--- src/bfb_pkg.sv ---
/*
  constants, states and operation codes shared by the boot flash host
  controller and its bench.
  assumes one 40 MHz clock; all pin timing is counted in its cycles.
*/
package bfb_pkg;

  // ----------------------------------------------------------------
  // clock and array geometry
  // ----------------------------------------------------------------
  localparam int CLK_MHZ           = 40;     // system clock rate
  localparam int ADDR_W            = 21;     // word address width, largest density
  localparam int DATA_W            = 16;     // word-wide part, all data lines
  localparam int PARAM_BLOCKS      = 8;      // small parameter blocks
  localparam int PARAM_BLOCK_WORDS = 4096;   // words per parameter block
  localparam int MAIN_BLOCK_WORDS  = 32768;  // words per main block

  // ----------------------------------------------------------------
  // pin timing in ns (plain defaults) and derived cycle counts
  // ----------------------------------------------------------------
  localparam int RESET_LOW_WIDTH_NS     = 100;    // least reset low time
  localparam int RESET_TO_READ_VALID_NS = 150;    // release to first read
  localparam int RESET_TO_WRITE_WE_NS   = 100;    // release to write enable low
  localparam int RESET_TO_WRITE_CE_NS   = 100;    // release to chip select low
  localparam int ABORT_SHUTDOWN_TIME_NS = 20000;  // aborted operation shutdown
  localparam int READ_ACCESS_NS         = 100;    // select to data valid
  localparam int WRITE_PULSE_NS         = 50;     // write enable low width
  localparam int SETUP_NS               = 25;     // address/data to strobe
  localparam int SYNC_STAGES            = 2;      // data input synchroniser

  localparam int RESET_TO_WRITE_NS = (RESET_TO_WRITE_WE_NS > RESET_TO_WRITE_CE_NS) ?
                                     RESET_TO_WRITE_WE_NS : RESET_TO_WRITE_CE_NS;

  // least times round up to whole cycles
  localparam logic [11:0] RST_LOW_CYC = 12'((RESET_LOW_WIDTH_NS * CLK_MHZ + 999) / 1000);
  localparam logic [11:0] RD_REC_CYC  = 12'((RESET_TO_READ_VALID_NS * CLK_MHZ + 999) / 1000);
  localparam logic [11:0] WR_REC_CYC  = 12'((RESET_TO_WRITE_NS * CLK_MHZ + 999) / 1000);
  localparam logic [11:0] ABORT_CYC   = 12'((ABORT_SHUTDOWN_TIME_NS * CLK_MHZ + 999) / 1000);
  localparam logic [11:0] ACC_CYC     = 12'((READ_ACCESS_NS * CLK_MHZ + 999) / 1000 + SYNC_STAGES);
  localparam logic [11:0] WE_CYC      = 12'((WRITE_PULSE_NS * CLK_MHZ + 999) / 1000);
  localparam logic [11:0] SETUP_CYC   = 12'((SETUP_NS * CLK_MHZ + 999) / 1000);
  localparam logic [11:0] HOLD_CYC    = 12'h0001;  // data held past strobe rise
  localparam logic [11:0] CNT_MAX     = 12'hFFF;   // saturating helper count

  // ----------------------------------------------------------------
  // command codes and status layout
  // ----------------------------------------------------------------
  localparam logic [15:0] CMD_READ_ARRAY    = 16'h00FF;
  localparam logic [15:0] CMD_PROGRAM       = 16'h0040;
  localparam logic [15:0] CMD_ERASE         = 16'h0020;
  localparam logic [15:0] CMD_ERASE_CONFIRM = 16'h00D0;
  localparam int          STATUS_READY_BIT  = 7;
  localparam int          LOCK_FAIL_BIT     = 1;
  localparam int          PROGRAM_FAIL_BIT  = 4;
  localparam int          ERASE_FAIL_BIT    = 5;

  // ----------------------------------------------------------------
  // user operations and controller states
  // ----------------------------------------------------------------
  typedef enum logic [2:0] {
    OP_READ    = 3'h0,  // array read, inserts read-array command if needed
    OP_STATUS  = 3'h1,  // plain read, no mode change
    OP_COMMAND = 3'h2,  // single write of user data
    OP_PROGRAM = 3'h3,  // set-up plus data write
    OP_ERASE   = 3'h4,  // set-up plus confirm write
    OP_RESET   = 3'h5   // reset/power-down pulse
  } bfb_op_type;

  // gray order along the access path idle-setup-pulse-hold
  typedef enum logic [2:0] {
    ST_IDLE    = 3'b000,
    ST_SETUP   = 3'b001,
    ST_PULSE   = 3'b011,
    ST_HOLD    = 3'b010,
    ST_RST_LOW = 3'b110
  } bfb_state_type;

endpackage

--- src/bfb_timer.sv ---
/*
  loadable countdown timer used for strobe widths and recovery waits.
  assumes load is a one-cycle pulse from logic on the same clock.
*/
`timescale 1ns/100ps
`default_nettype none
module bfb_timer #(
  parameter logic [11:0] RESET_VAL = 12'h000  // count held after reset
) (
  input  wire logic        clk_sys,
  input  wire logic        rst,
  input  wire logic        load,
  input  wire logic [11:0] load_val,
  output logic             zero
);

  typedef struct packed {
    logic [11:0] count;  // cycles still to run
  } bfb_tmr_state_type;

  bfb_tmr_state_type tmr_reg;
  bfb_tmr_state_type tmr_next;

  // ----------------------------------------------------------------
  // next count: load wins, otherwise run down and stop at zero
  // ----------------------------------------------------------------
  always_comb begin
    tmr_next = tmr_reg;
    if (load) begin
      tmr_next.count = load_val;
    end else if (tmr_reg.count != 12'h000) begin
      tmr_next.count = tmr_reg.count - 12'h001;
    end
    if (rst) begin
      tmr_next.count = RESET_VAL;
    end
  end

  always_ff @(posedge clk_sys) begin
    tmr_reg <= tmr_next;
  end

  assign zero = (tmr_reg.count == 12'h000);

endmodule
`default_nettype wire

--- src/bfb_ctrl.sv ---
/*
  host-side controller for a word-wide boot-block nor flash: turns user
  requests into read, write, program, erase and reset pin sequences.
  assumes flash pins are wired straight to the ports; dq is resolved
  outside from dq_out and dq_oe, and dq_in comes asynchronously.
*/
`timescale 1ns/100ps
`default_nettype none
module bfb_ctrl (
  input  wire logic                       clk_sys,
  input  wire logic                       rst,
  // user side
  input  wire logic                       req,
  input  wire bfb_pkg::bfb_op_type        op,
  input  wire logic [bfb_pkg::ADDR_W-1:0] addr,
  input  wire logic [bfb_pkg::DATA_W-1:0] wdata,
  output logic                            done,
  output logic [bfb_pkg::DATA_W-1:0]      rdata,
  output logic                            idle,
  output logic                            busy,
  // flash pins
  output logic                            reset_powerdown_n,
  output logic                            ce_n,
  output logic                            oe_n,
  output logic                            we_n,
  output logic                            wp_n,
  output logic [bfb_pkg::ADDR_W-1:0]      a_out,
  output logic [bfb_pkg::DATA_W-1:0]      dq_out,
  output logic                            dq_oe,
  input  wire logic [bfb_pkg::DATA_W-1:0] dq_in
);

  // ----------------------------------------------------------------
  // state record
  // ----------------------------------------------------------------
  typedef struct packed {
    bfb_pkg::bfb_state_type    state;       // pin sequencer state
    bfb_pkg::bfb_op_type       op;          // operation in progress
    logic                      second;      // second bus cycle running
    logic                      is_wr;       // current bus cycle is a write
    logic                      array_mode;  // flash known to be in read array
    logic                      busy;        // program or erase outstanding
    logic                      aborting;    // shutdown time still running
    logic                      rec_wait;    // recovery not yet started
    logic                      rec_ok;      // recovery timers started
    logic                      rp_n;        // reset/power-down pin
    logic                      ce_n;        // chip select pin
    logic                      oe_n;        // output enable pin
    logic                      we_n;        // write enable pin
    logic                      wp_n;        // write protect pin
    logic                      dq_oe;       // driving data pins
    logic                      done;        // request finished
    logic                      idle;        // ready for a request
    logic [15:0]               dq_out;      // data driven
    logic [15:0]               wdata;       // user data for second cycle
    logic [15:0]               rdata;       // captured read data
    logic [15:0]               dq_s1;       // synchroniser first stage
    logic [15:0]               dq_s2;       // synchroniser second stage
    logic [bfb_pkg::ADDR_W-1:0] a_out;      // address driven
  } bfb_ctrl_state_type;

  bfb_ctrl_state_type s_reg;
  bfb_ctrl_state_type s_next;

  logic        ph_load;     // phase timer load
  logic [11:0] ph_val;      // phase timer value
  logic        ph_zero;     // phase over
  logic        rec_load;    // start both recovery timers
  logic        rd_zero;     // read recovery over
  logic        wr_zero;     // write recovery over
  logic        abrt_load;   // start abort shutdown time
  logic        abrt_zero;   // abort shutdown over
  logic        need_wr;     // request begins with a write cycle
  logic        go;          // request taken this cycle

  // ----------------------------------------------------------------
  // timers: phase width, read and write recovery, abort shutdown
  // ----------------------------------------------------------------
  // phase timer starts loaded so reset is held its full width
  bfb_timer #(.RESET_VAL(bfb_pkg::RST_LOW_CYC)) u_ph (
    .clk_sys(clk_sys), .rst(rst), .load(ph_load), .load_val(ph_val), .zero(ph_zero));
  bfb_timer u_rd (
    .clk_sys(clk_sys), .rst(rst), .load(rec_load), .load_val(bfb_pkg::RD_REC_CYC), .zero(rd_zero));
  bfb_timer u_wr (
    .clk_sys(clk_sys), .rst(rst), .load(rec_load), .load_val(bfb_pkg::WR_REC_CYC), .zero(wr_zero));
  bfb_timer u_ab (
    .clk_sys(clk_sys), .rst(rst), .load(abrt_load), .load_val(bfb_pkg::ABORT_CYC), .zero(abrt_zero));

  // ----------------------------------------------------------------
  // request acceptance
  // ----------------------------------------------------------------
  // array reads outside array mode first write the read-array command
  always_comb begin
    need_wr = (op != bfb_pkg::OP_STATUS) && !((op == bfb_pkg::OP_READ) && s_reg.array_mode);
    go      = req && (s_reg.state == bfb_pkg::ST_IDLE) && s_reg.rec_ok && rd_zero
              && (!need_wr || wr_zero) && (op != bfb_pkg::OP_RESET);
  end

  // ----------------------------------------------------------------
  // sequencer
  // ----------------------------------------------------------------
  always_comb begin
    s_next    = s_reg;
    ph_load   = 1'b0;
    ph_val    = bfb_pkg::SETUP_CYC;
    rec_load  = 1'b0;
    abrt_load = 1'b0;
    s_next.done  = 1'b0;
    s_next.dq_s1 = dq_in;
    s_next.dq_s2 = s_reg.dq_s1;
    case (s_reg.state)
      bfb_pkg::ST_RST_LOW: begin
        // pin held low for the full width, then released
        if (ph_zero) begin
          s_next.rp_n  = 1'b1;
          s_next.state = bfb_pkg::ST_IDLE;
        end
      end
      bfb_pkg::ST_IDLE: begin
        // recovery counts from the later of release and shutdown end
        if (s_reg.rec_wait && abrt_zero && s_reg.rp_n) begin
          rec_load        = 1'b1;
          s_next.rec_wait = 1'b0;
          s_next.rec_ok   = 1'b1;
          s_next.aborting = 1'b0;
        end
        if (req && op == bfb_pkg::OP_RESET) begin
          // reset during program or erase aborts it
          if (s_reg.busy) begin
            abrt_load       = 1'b1;
            s_next.aborting = 1'b1;
          end
          s_next.rp_n       = 1'b0;
          s_next.rec_ok     = 1'b0;
          s_next.rec_wait   = 1'b1;
          s_next.busy       = 1'b0;
          s_next.wp_n       = 1'b0;
          s_next.array_mode = 1'b1;
          s_next.done       = 1'b1;
          s_next.state      = bfb_pkg::ST_RST_LOW;
          ph_load           = 1'b1;
          ph_val            = bfb_pkg::RST_LOW_CYC;
        end else if (go) begin
          s_next.op     = op;
          s_next.second = 1'b0;
          s_next.is_wr  = need_wr;
          s_next.a_out  = addr;
          s_next.wdata  = wdata;
          case (op)
            bfb_pkg::OP_PROGRAM: s_next.dq_out = bfb_pkg::CMD_PROGRAM;
            bfb_pkg::OP_ERASE:   s_next.dq_out = bfb_pkg::CMD_ERASE;
            bfb_pkg::OP_READ:    s_next.dq_out = bfb_pkg::CMD_READ_ARRAY;
            default:             s_next.dq_out = wdata;
          endcase
          // protect released before the operation and held through it
          if (op == bfb_pkg::OP_PROGRAM || op == bfb_pkg::OP_ERASE) begin
            s_next.wp_n = 1'b1;
          end
          s_next.state = bfb_pkg::ST_SETUP;
          ph_load      = 1'b1;
        end
      end
      bfb_pkg::ST_SETUP: begin
        // first select with address stable, then the write strobe; on reads output enable falls with select
        if (ph_zero) begin
          if (s_reg.ce_n) begin
            s_next.ce_n  = 1'b0;
            s_next.dq_oe = s_reg.is_wr;
            s_next.oe_n  = s_reg.is_wr;
            ph_load      = 1'b1;
            if (!s_reg.is_wr) begin
              ph_val       = bfb_pkg::ACC_CYC;
              s_next.state = bfb_pkg::ST_PULSE;
            end
          end else begin
            s_next.we_n  = 1'b0;
            s_next.state = bfb_pkg::ST_PULSE;
            ph_load      = 1'b1;
            ph_val       = bfb_pkg::WE_CYC;
          end
        end
      end
      bfb_pkg::ST_PULSE: begin
        // write enable rises before select so it marks the latch edge
        if (ph_zero) begin
          if (s_reg.is_wr) begin
            s_next.we_n = 1'b1;
          end else begin
            s_next.oe_n  = 1'b1;
            s_next.rdata = s_reg.dq_s2;
            // a ready status ends the outstanding operation
            if (s_reg.op == bfb_pkg::OP_STATUS && s_reg.dq_s2[bfb_pkg::STATUS_READY_BIT]) begin
              s_next.busy = 1'b0;
              s_next.wp_n = 1'b0;
            end
          end
          s_next.state = bfb_pkg::ST_HOLD;
          ph_load      = 1'b1;
          ph_val       = bfb_pkg::HOLD_CYC;
        end
      end
      bfb_pkg::ST_HOLD: begin
        if (ph_zero) begin
          s_next.ce_n  = 1'b1;
          s_next.dq_oe = 1'b0;
          ph_load      = 1'b1;
          if (s_reg.is_wr && s_reg.op == bfb_pkg::OP_COMMAND) begin
            s_next.array_mode = (s_reg.dq_out == bfb_pkg::CMD_READ_ARRAY);
          end
          if (!s_reg.second && s_reg.is_wr &&
              (s_reg.op == bfb_pkg::OP_PROGRAM || s_reg.op == bfb_pkg::OP_ERASE ||
               s_reg.op == bfb_pkg::OP_READ)) begin
            s_next.second = 1'b1;
            s_next.state  = bfb_pkg::ST_SETUP;
            case (s_reg.op)
              bfb_pkg::OP_PROGRAM: s_next.dq_out = s_reg.wdata;
              bfb_pkg::OP_ERASE:   s_next.dq_out = bfb_pkg::CMD_ERASE_CONFIRM;
              default: begin
                s_next.is_wr      = 1'b0;
                s_next.array_mode = 1'b1;
              end
            endcase
          end else begin
            if (s_reg.op == bfb_pkg::OP_PROGRAM || s_reg.op == bfb_pkg::OP_ERASE) begin
              s_next.busy       = 1'b1;
              s_next.array_mode = 1'b0;
            end
            s_next.done  = 1'b1;
            s_next.state = bfb_pkg::ST_IDLE;
          end
        end
      end
      default: begin
        s_next.state = bfb_pkg::ST_IDLE;
      end
    endcase
    s_next.idle = (s_next.state == bfb_pkg::ST_IDLE) && s_next.rec_ok;
    // system reset drives the flash reset pin low
    if (rst) begin
      s_next            = '0;
      s_next.state      = bfb_pkg::ST_RST_LOW;
      s_next.ce_n       = 1'b1;
      s_next.oe_n       = 1'b1;
      s_next.we_n       = 1'b1;
      s_next.rec_wait   = 1'b1;
      s_next.array_mode = 1'b1;
    end
  end

  always_ff @(posedge clk_sys) begin
    s_reg <= s_next;
  end

  // outputs straight from the state record
  assign done              = s_reg.done;
  assign rdata             = s_reg.rdata;
  assign idle              = s_reg.idle;
  assign busy              = s_reg.busy;
  assign reset_powerdown_n = s_reg.rp_n;
  assign ce_n              = s_reg.ce_n;
  assign oe_n              = s_reg.oe_n;
  assign we_n              = s_reg.we_n;
  assign wp_n              = s_reg.wp_n;
  assign a_out             = s_reg.a_out;
  assign dq_out            = s_reg.dq_out;
  assign dq_oe             = s_reg.dq_oe;

  // ----------------------------------------------------------------
  // checks: cycles since release and since shutdown end
  // ----------------------------------------------------------------
  logic [11:0] since_rise_reg;
  logic [11:0] since_abrt_reg;
  logic        rp_d_reg;
  logic        ab_d_reg;

  always_ff @(posedge clk_sys) begin
    rp_d_reg <= s_reg.rp_n;
    ab_d_reg <= s_reg.aborting;
    if (rst || (s_reg.rp_n && !rp_d_reg)) begin
      since_rise_reg <= 12'h000;
    end else if (since_rise_reg != bfb_pkg::CNT_MAX) begin
      since_rise_reg <= since_rise_reg + 12'h001;
    end
    if (rst) begin
      since_abrt_reg <= bfb_pkg::CNT_MAX;
    end else if (!s_reg.aborting && ab_d_reg) begin
      since_abrt_reg <= 12'h000;
    end else if (since_abrt_reg != bfb_pkg::CNT_MAX) begin
      since_abrt_reg <= since_abrt_reg + 12'h001;
    end
  end
endmodule
`default_nettype wire

--- config.mk ---
export PLATFORM = sky130hd
export DESIGN_NAME = bfb_ctrl
export DESIGN_NICKNAME = d
export VERILOG_FILES = /design/src/bfb_pkg.sv /design/src/bfb_timer.sv /design/src/bfb_ctrl.sv
export SDC_FILE = /design/constraint.sdc
export NUM_CORES = 1
export LEC_CHECK = 0
export BUFFER_PORTS_ARGS = -buffer_cell sky130_fd_sc_hd__buf_2
export CAP_MARGIN = 20
export CORE_MARGIN = 2
export CORE_UTILIZATION = 25
export DETAILED_ROUTE_END_ITERATION = 6
export PLACE_DENSITY = 0.4
export SLEW_MARGIN = 20
export SYNTH_ARGS = -nofsm -noshare
export SYNTH_HDL_FRONTEND = slang
export SYNTH_SLANG_ARGS = --single-unit
--- constraint.sdc ---
create_clock -name clk_sys -period 3.1 [get_ports clk_sys]
set_input_delay 0.155 -clock clk_sys [delete_from_list [all_inputs] [get_ports clk_sys]]
set_output_delay 0.155 -clock clk_sys [all_outputs]
set_load 0.03 [all_outputs]
======== Word level (Yosys, flattened, before mapping) ========
Cells that the tools add are included.
storage, ports and cells
  memories kept ........................... 0
  ROM bits ................................ 0
  latch bits .............................. 0
  bits in registers ....................... 170
  RAM bits ................................ 0
  input bits .............................. 59
  output and inout bits ................... 62
cells by class
  shifts and indexed selects .............. 0
  equal/unequal tests ..................... 33
  $add $sub $neg .......................... 4
  multiply operators ...................... 0
  muxes and demuxes ....................... 77
  div/mod/pow operators ................... 0
  magnitude comparators ................... 0
  reductions and logical operators ........ 63
  bitwise logic cells ..................... 2
operators by type and width
  operator                                            number
  2-to-1 mux 32 bit                                   2
  one-hot mux 16 bit (2 select lines)                 2
  zero test 12 bit                                    4
  2-to-1 mux 12 bit                                   4
  2-to-1 mux 3 bit                                    16
  one-hot mux 16 bit (3 select lines)                 1
  nonzero test 12 bit                                 4
  subtractor 12 x 1 -> 12 bit, second input constant  4
  2-to-1 mux 16 bit                                   2
  != test 2 bit, second input constant                15
  2-to-1 mux 1 bit                                    29
  one-hot mux 12 bit (2 select lines)                 1
  2-to-1 mux 10 bit                                   2
  nonzero test 2 bit                                  10
  AND reduction 6 bit                                 3
  == test 16 x 8 -> 1 bit, second input constant      1
  == test 3 x 2 -> 1 bit, second input constant       5
  logical AND 1 bit                                   15
  one-hot mux 3 bit (5 select lines)                  1
  AND reduction 3 bit                                 5
  AND reduction 5 bit                                 3
  == test 3 bit, second input constant                4
  zero test 3 bit                                     4
  one-hot mux 1 bit (2 select lines)                  6
  other kinds (21)                                    36

======== Logic depth before layout (Yosys ltp) ========
  depth in word-level cells ............... 13
  depth in mapped cells ................... 10

======== Hierarchy ========
Synthesis repeated with hierarchy kept, for this count alone.
second synthesis, totals
  cell total of the unflattened synthesis .. 981
  area total of the unflattened synthesis .. 8115.3 um^2
by module, submodules not included
  module                 cells each  area each (um^2)  times used
  bfb_ctrl               615         5212.5            1
  bfb_timer at u_ab ...  93          729.4             3
  bfb_timer at u_ph      87          714.4             1

======== Least setup slack after synthesis ========
Ideal clock, no wire load.
  kind .................................... reg-to-reg
  start ................................... register u_wr.tmr_reg[7] (netlist name)
  end ..................................... register s_reg (netlist bit dq_out[4])
  arrival time ............................ 2589 ps
  setup slack ............................. 436 ps
  setup time .............................. 74 ps
  path buffers ............................ 2
  required time ........................... 3026 ps
  period minus slack after synthesis ...... 2664 ps
  cell stages (with the launch flop) ...... 8
  path through ............................ dfxtp_1 -> or4_4 -> or4_4 -> buf_6 -> a2111o_1 -> buf_6 -> a221o_1 -> a31oi_1
on the way
  longest elaborated chain between the ends .. 6
RTL lines
  item                             line             RTL
  start, declared                  bfb_timer.sv:21  bfb_tmr_state_type tmr_reg;
  start signal, assigned           bfb_timer.sv:40  tmr_reg <= tmr_next;
  zero test 12 bit                 bfb_timer.sv:43  assign zero = (tmr_reg.count == 12'h000);
  logical OR 1 bit                 bfb_ctrl.sv:96   && (!need_wr || wr_zero) && (op != bfb_pkg::OP_RESET);
  logical AND 1 bit (2 in series)  bfb_ctrl.sv:96
  != test 2 bit (no line)          --
  AND reduction 6 bit (no line)    --
  end signal, assigned             bfb_ctrl.sv:251  s_reg <= s_next;
  end, declared                    bfb_ctrl.sv:62   bfb_ctrl_state_type s_reg;
No other way between the ends.
A chain may end at the register's enable or synchronous reset.

======== Worst setup path in the final report ========
Ends and elaborated chain as after synthesis.

==> out/summary.txt <==
Mapped Cells: 888
Crit-path cells: or4_4, or4_4, a2111o_2, buf_12, a221o_1, a31oi_1
WHS Path Cells: 3
Max clock buf depth: 2
Slew Limit Headroom: 0.387
Full die area: 31200 um^2
Fin Hold WS: 0.0129 ns
Synth Flop Type: dfxtp_1
Global route overflow: 0
Via count: 6242
CP peak stage delay: 0.63 ns
Post-synth EDFFs: 0
Critical path peak fanout: 36
Initial Utilization: 0.253
Seq/Total Area, Yosys: 0.454
Area of the multi-input gates: 3350 um^2
First-pass detailed-route iteration total: 4
Post-CTS sizing: 0
Residual DRC: 0
First-pass GRT wire length: 32400 um
Slowest CP cell: or4_4
Routability-driven placement congestion ratio: 0.701
Buffers on Ports: 120
Final Slew Violations: 0
Total power draw: 0.00683 W
R2R Path Start: u_wr.tmr_reg[7]
Worst-path clk slew: 0.06 ns
Final Hold Viols: 0
Worst Setup SP: u_wr.tmr_reg[7]
Tightest Hold Check Type: primary input to flop
Clock root buffer: clkbuf_16
FFs w/ async S/R, synth: 0
Initial antenna violation count: 2
Kind of cell adding the most delay to the critical path: simple AND/OR/NAND/NOR gates
Syn avg cell area: 8.39 um^2
Max-cap violations: 0
Most frequent cells in the layout: 169 x dfxtp_1, 145 x nand2_1, 119 x buf_2, 85 x nor2_1, 85 x a21oi_1
CP Class: flop to flop
Post-DP Area: 8140 um^2
Die X: 177 um
WL per Instance: 14.5 um
YS warnings: 0
Pwr dens: 737 nW/um^2
Worst setup EP type: flop
Outcome: finished clean
CTS Sinks: 169
Clock Skews: 0.0142 ns
CTS buffer count: 17
Worst-case reg-to-reg path depth: 6
Largest net degree at the start of global routing: 61
CP arrival: 3.22 ns
Die height: 177 um
Critical path launch point type: flop
Worst VDD drop: 0.311 mV
Synthesized cell area: 7450 um^2
Buf/Inv on CP: 1
Worst-margin pin slew: 0.919 ns
Finished Cell Area: 9260 um^2
Worst hold start: addr[1]
RSZ-0062 raised after global routing: false
Syn Nets: 953
CTS H-tree lvls: 4
Ant. Diodes: 0
Max reg flops: 59
Cell repeated most along the worst path: or4_4
Synth unique cells: 65
Final critical path time including I/O delays and setup: 2.87 ns
Leakage Power: 3.57 nW
F_max: 349 MHz
Fillers: 3198
Final Cycle Share: 0.925
FF/Latch Area: 3380 um^2
Post-placement cell count: 1322
Final Setup Violations: 0
Via/cell ratio: 4.44
First DRT Iteration DRCs: 301
Non-filler cells, final: 1405
Hpwl dp: 13800 um
Cell row count: 63
CTS tree: built
Share of layout cells above drive strength 1: 0.193
Core Area: 29500 um^2
GRT Overall Usage: 0.131
Crit path required time: 3.46 ns
Commonest non-fill, non-tap cell in the layout: dfxtp_1
Area growth, synth to finish: 24.2%
Crit. path cell count: 6
I/O pin count: 121
Vias in the first global route: 5900
Post-layout nets: 1068
Post-CTS Setup Bufs: 0
Antenna-violating nets left: 0
FF+latch count, synth: 169
Clock Latency Late Sink: 0.44 ns
Detailed Route WL: 20400 um
TNS Setup: 0 ns
-- what timing repair did --
action,4_1_cts,5_1_grt
endpoints found under the hold margin,55,0
hold buffers,52,0
endpoints found under the setup margin,0,0
-- report_power, final --
| group | internal (W) | switching (W) |
|---|---|---|
| Sequential | 0.00244 | 0.000226 |
| Combinational | 0.000874 | 0.00110 |
| Clock | 0.00121 | 0.000982 |
-- synthesized netlist by cell type (all sizes together), types with 5 or more instances --
cell type / number / area share
nand2: 145 / 0.073
nand2b: 7 / 0.0059
nand3b: 6 / 0.0060
dfxtp: 169 / 0.45
o21ai: 20 / 0.013
nor3: 18 / 0.012
nand4: 5 / 0.0042
nor2: 85 / 0.043
or4: 8 / 0.0091
buf: 66 / 0.064
o211ai: 7 / 0.0071
xnor2: 15 / 0.018
a32oi: 5 / 0.0059
inv: 29 / 0.015
clkbuf: 36 / 0.018
a211oi: 6 / 0.0060
a31oi: 13 / 0.011
or2: 5 / 0.0042
nor4: 9 / 0.0084
xor2: 22 / 0.026
a21oi: 85 / 0.057
ha: 6 / 0.010
a221o: 15 / 0.020
nor2b: 40 / 0.034
nand3: 13 / 0.0087
-- cells by family (layout without fill, tap and decap cells) --
family                     count (synthesis)  count (layout)  share of synthesized area
and+or+nand+nor                          366             366                      0.236
AOI/OAI and AO/OA                        174             174                      0.152
DFF                                      169             169                      0.454
buffers and inverters                    131             258                     0.0967
xor gates and xnor gates                  37              37                     0.0435
adders and majority gates                  6               6                     0.0101
muxes                                      5               5                    0.00705
-- final timing paths --
check	to	slack, ns
hold / removal	a_out[1]	0.01
setup / recovery	dq_out[4]	0.23
hold reg to reg	rdata[6]	0.43
setup reg to reg	dq_out[4]	0.23
-- metrics by stage --
step | utilization | setup slack, ns
detailed placement | 0.276 | 0.247
finish | 0.314 | 0.234
global route | 0.314 | 0.130
floorplan | - | 0.436
global placement | 0.276 | 0.269
CTS | 0.314 | 0.231
-- area by class of cell --
class | count | share of cell area
Inverter | 29 | 0.0118
Clock inverter | 13 | 0.0176
Timing Repair Buffer | 198 | 0.144
Multi-Input combinational cell | 588 | 0.362
Tap cell | 390 | 0.0527
Clock buffer | 18 | 0.0464
Sequential cell | 169 | 0.366
-- layer usage --
layer  track usage  part of all wire  vias to the layer above
met1         0.180              0.49                     2926
met4        0.0341             0.011                        0
met3        0.0333             0.039                       16
met2         0.205              0.46                      104
met5             0                 0                        -
li1              -                 -                     3196
-- worst register-to-register path: cells and delay by family, from the launching register on --
| family | cells | cell delay, ns |
|---|---|---|
| AND/OR/NAND/NOR | 2 | 1.19 |
| AO/OA/AOI/OAI | 3 | 1.07 |
| flip-flops | 1 | 0.34 |
| buffers and inverters | 1 | 0.21 |
Power figures use the tool's default switching activity.
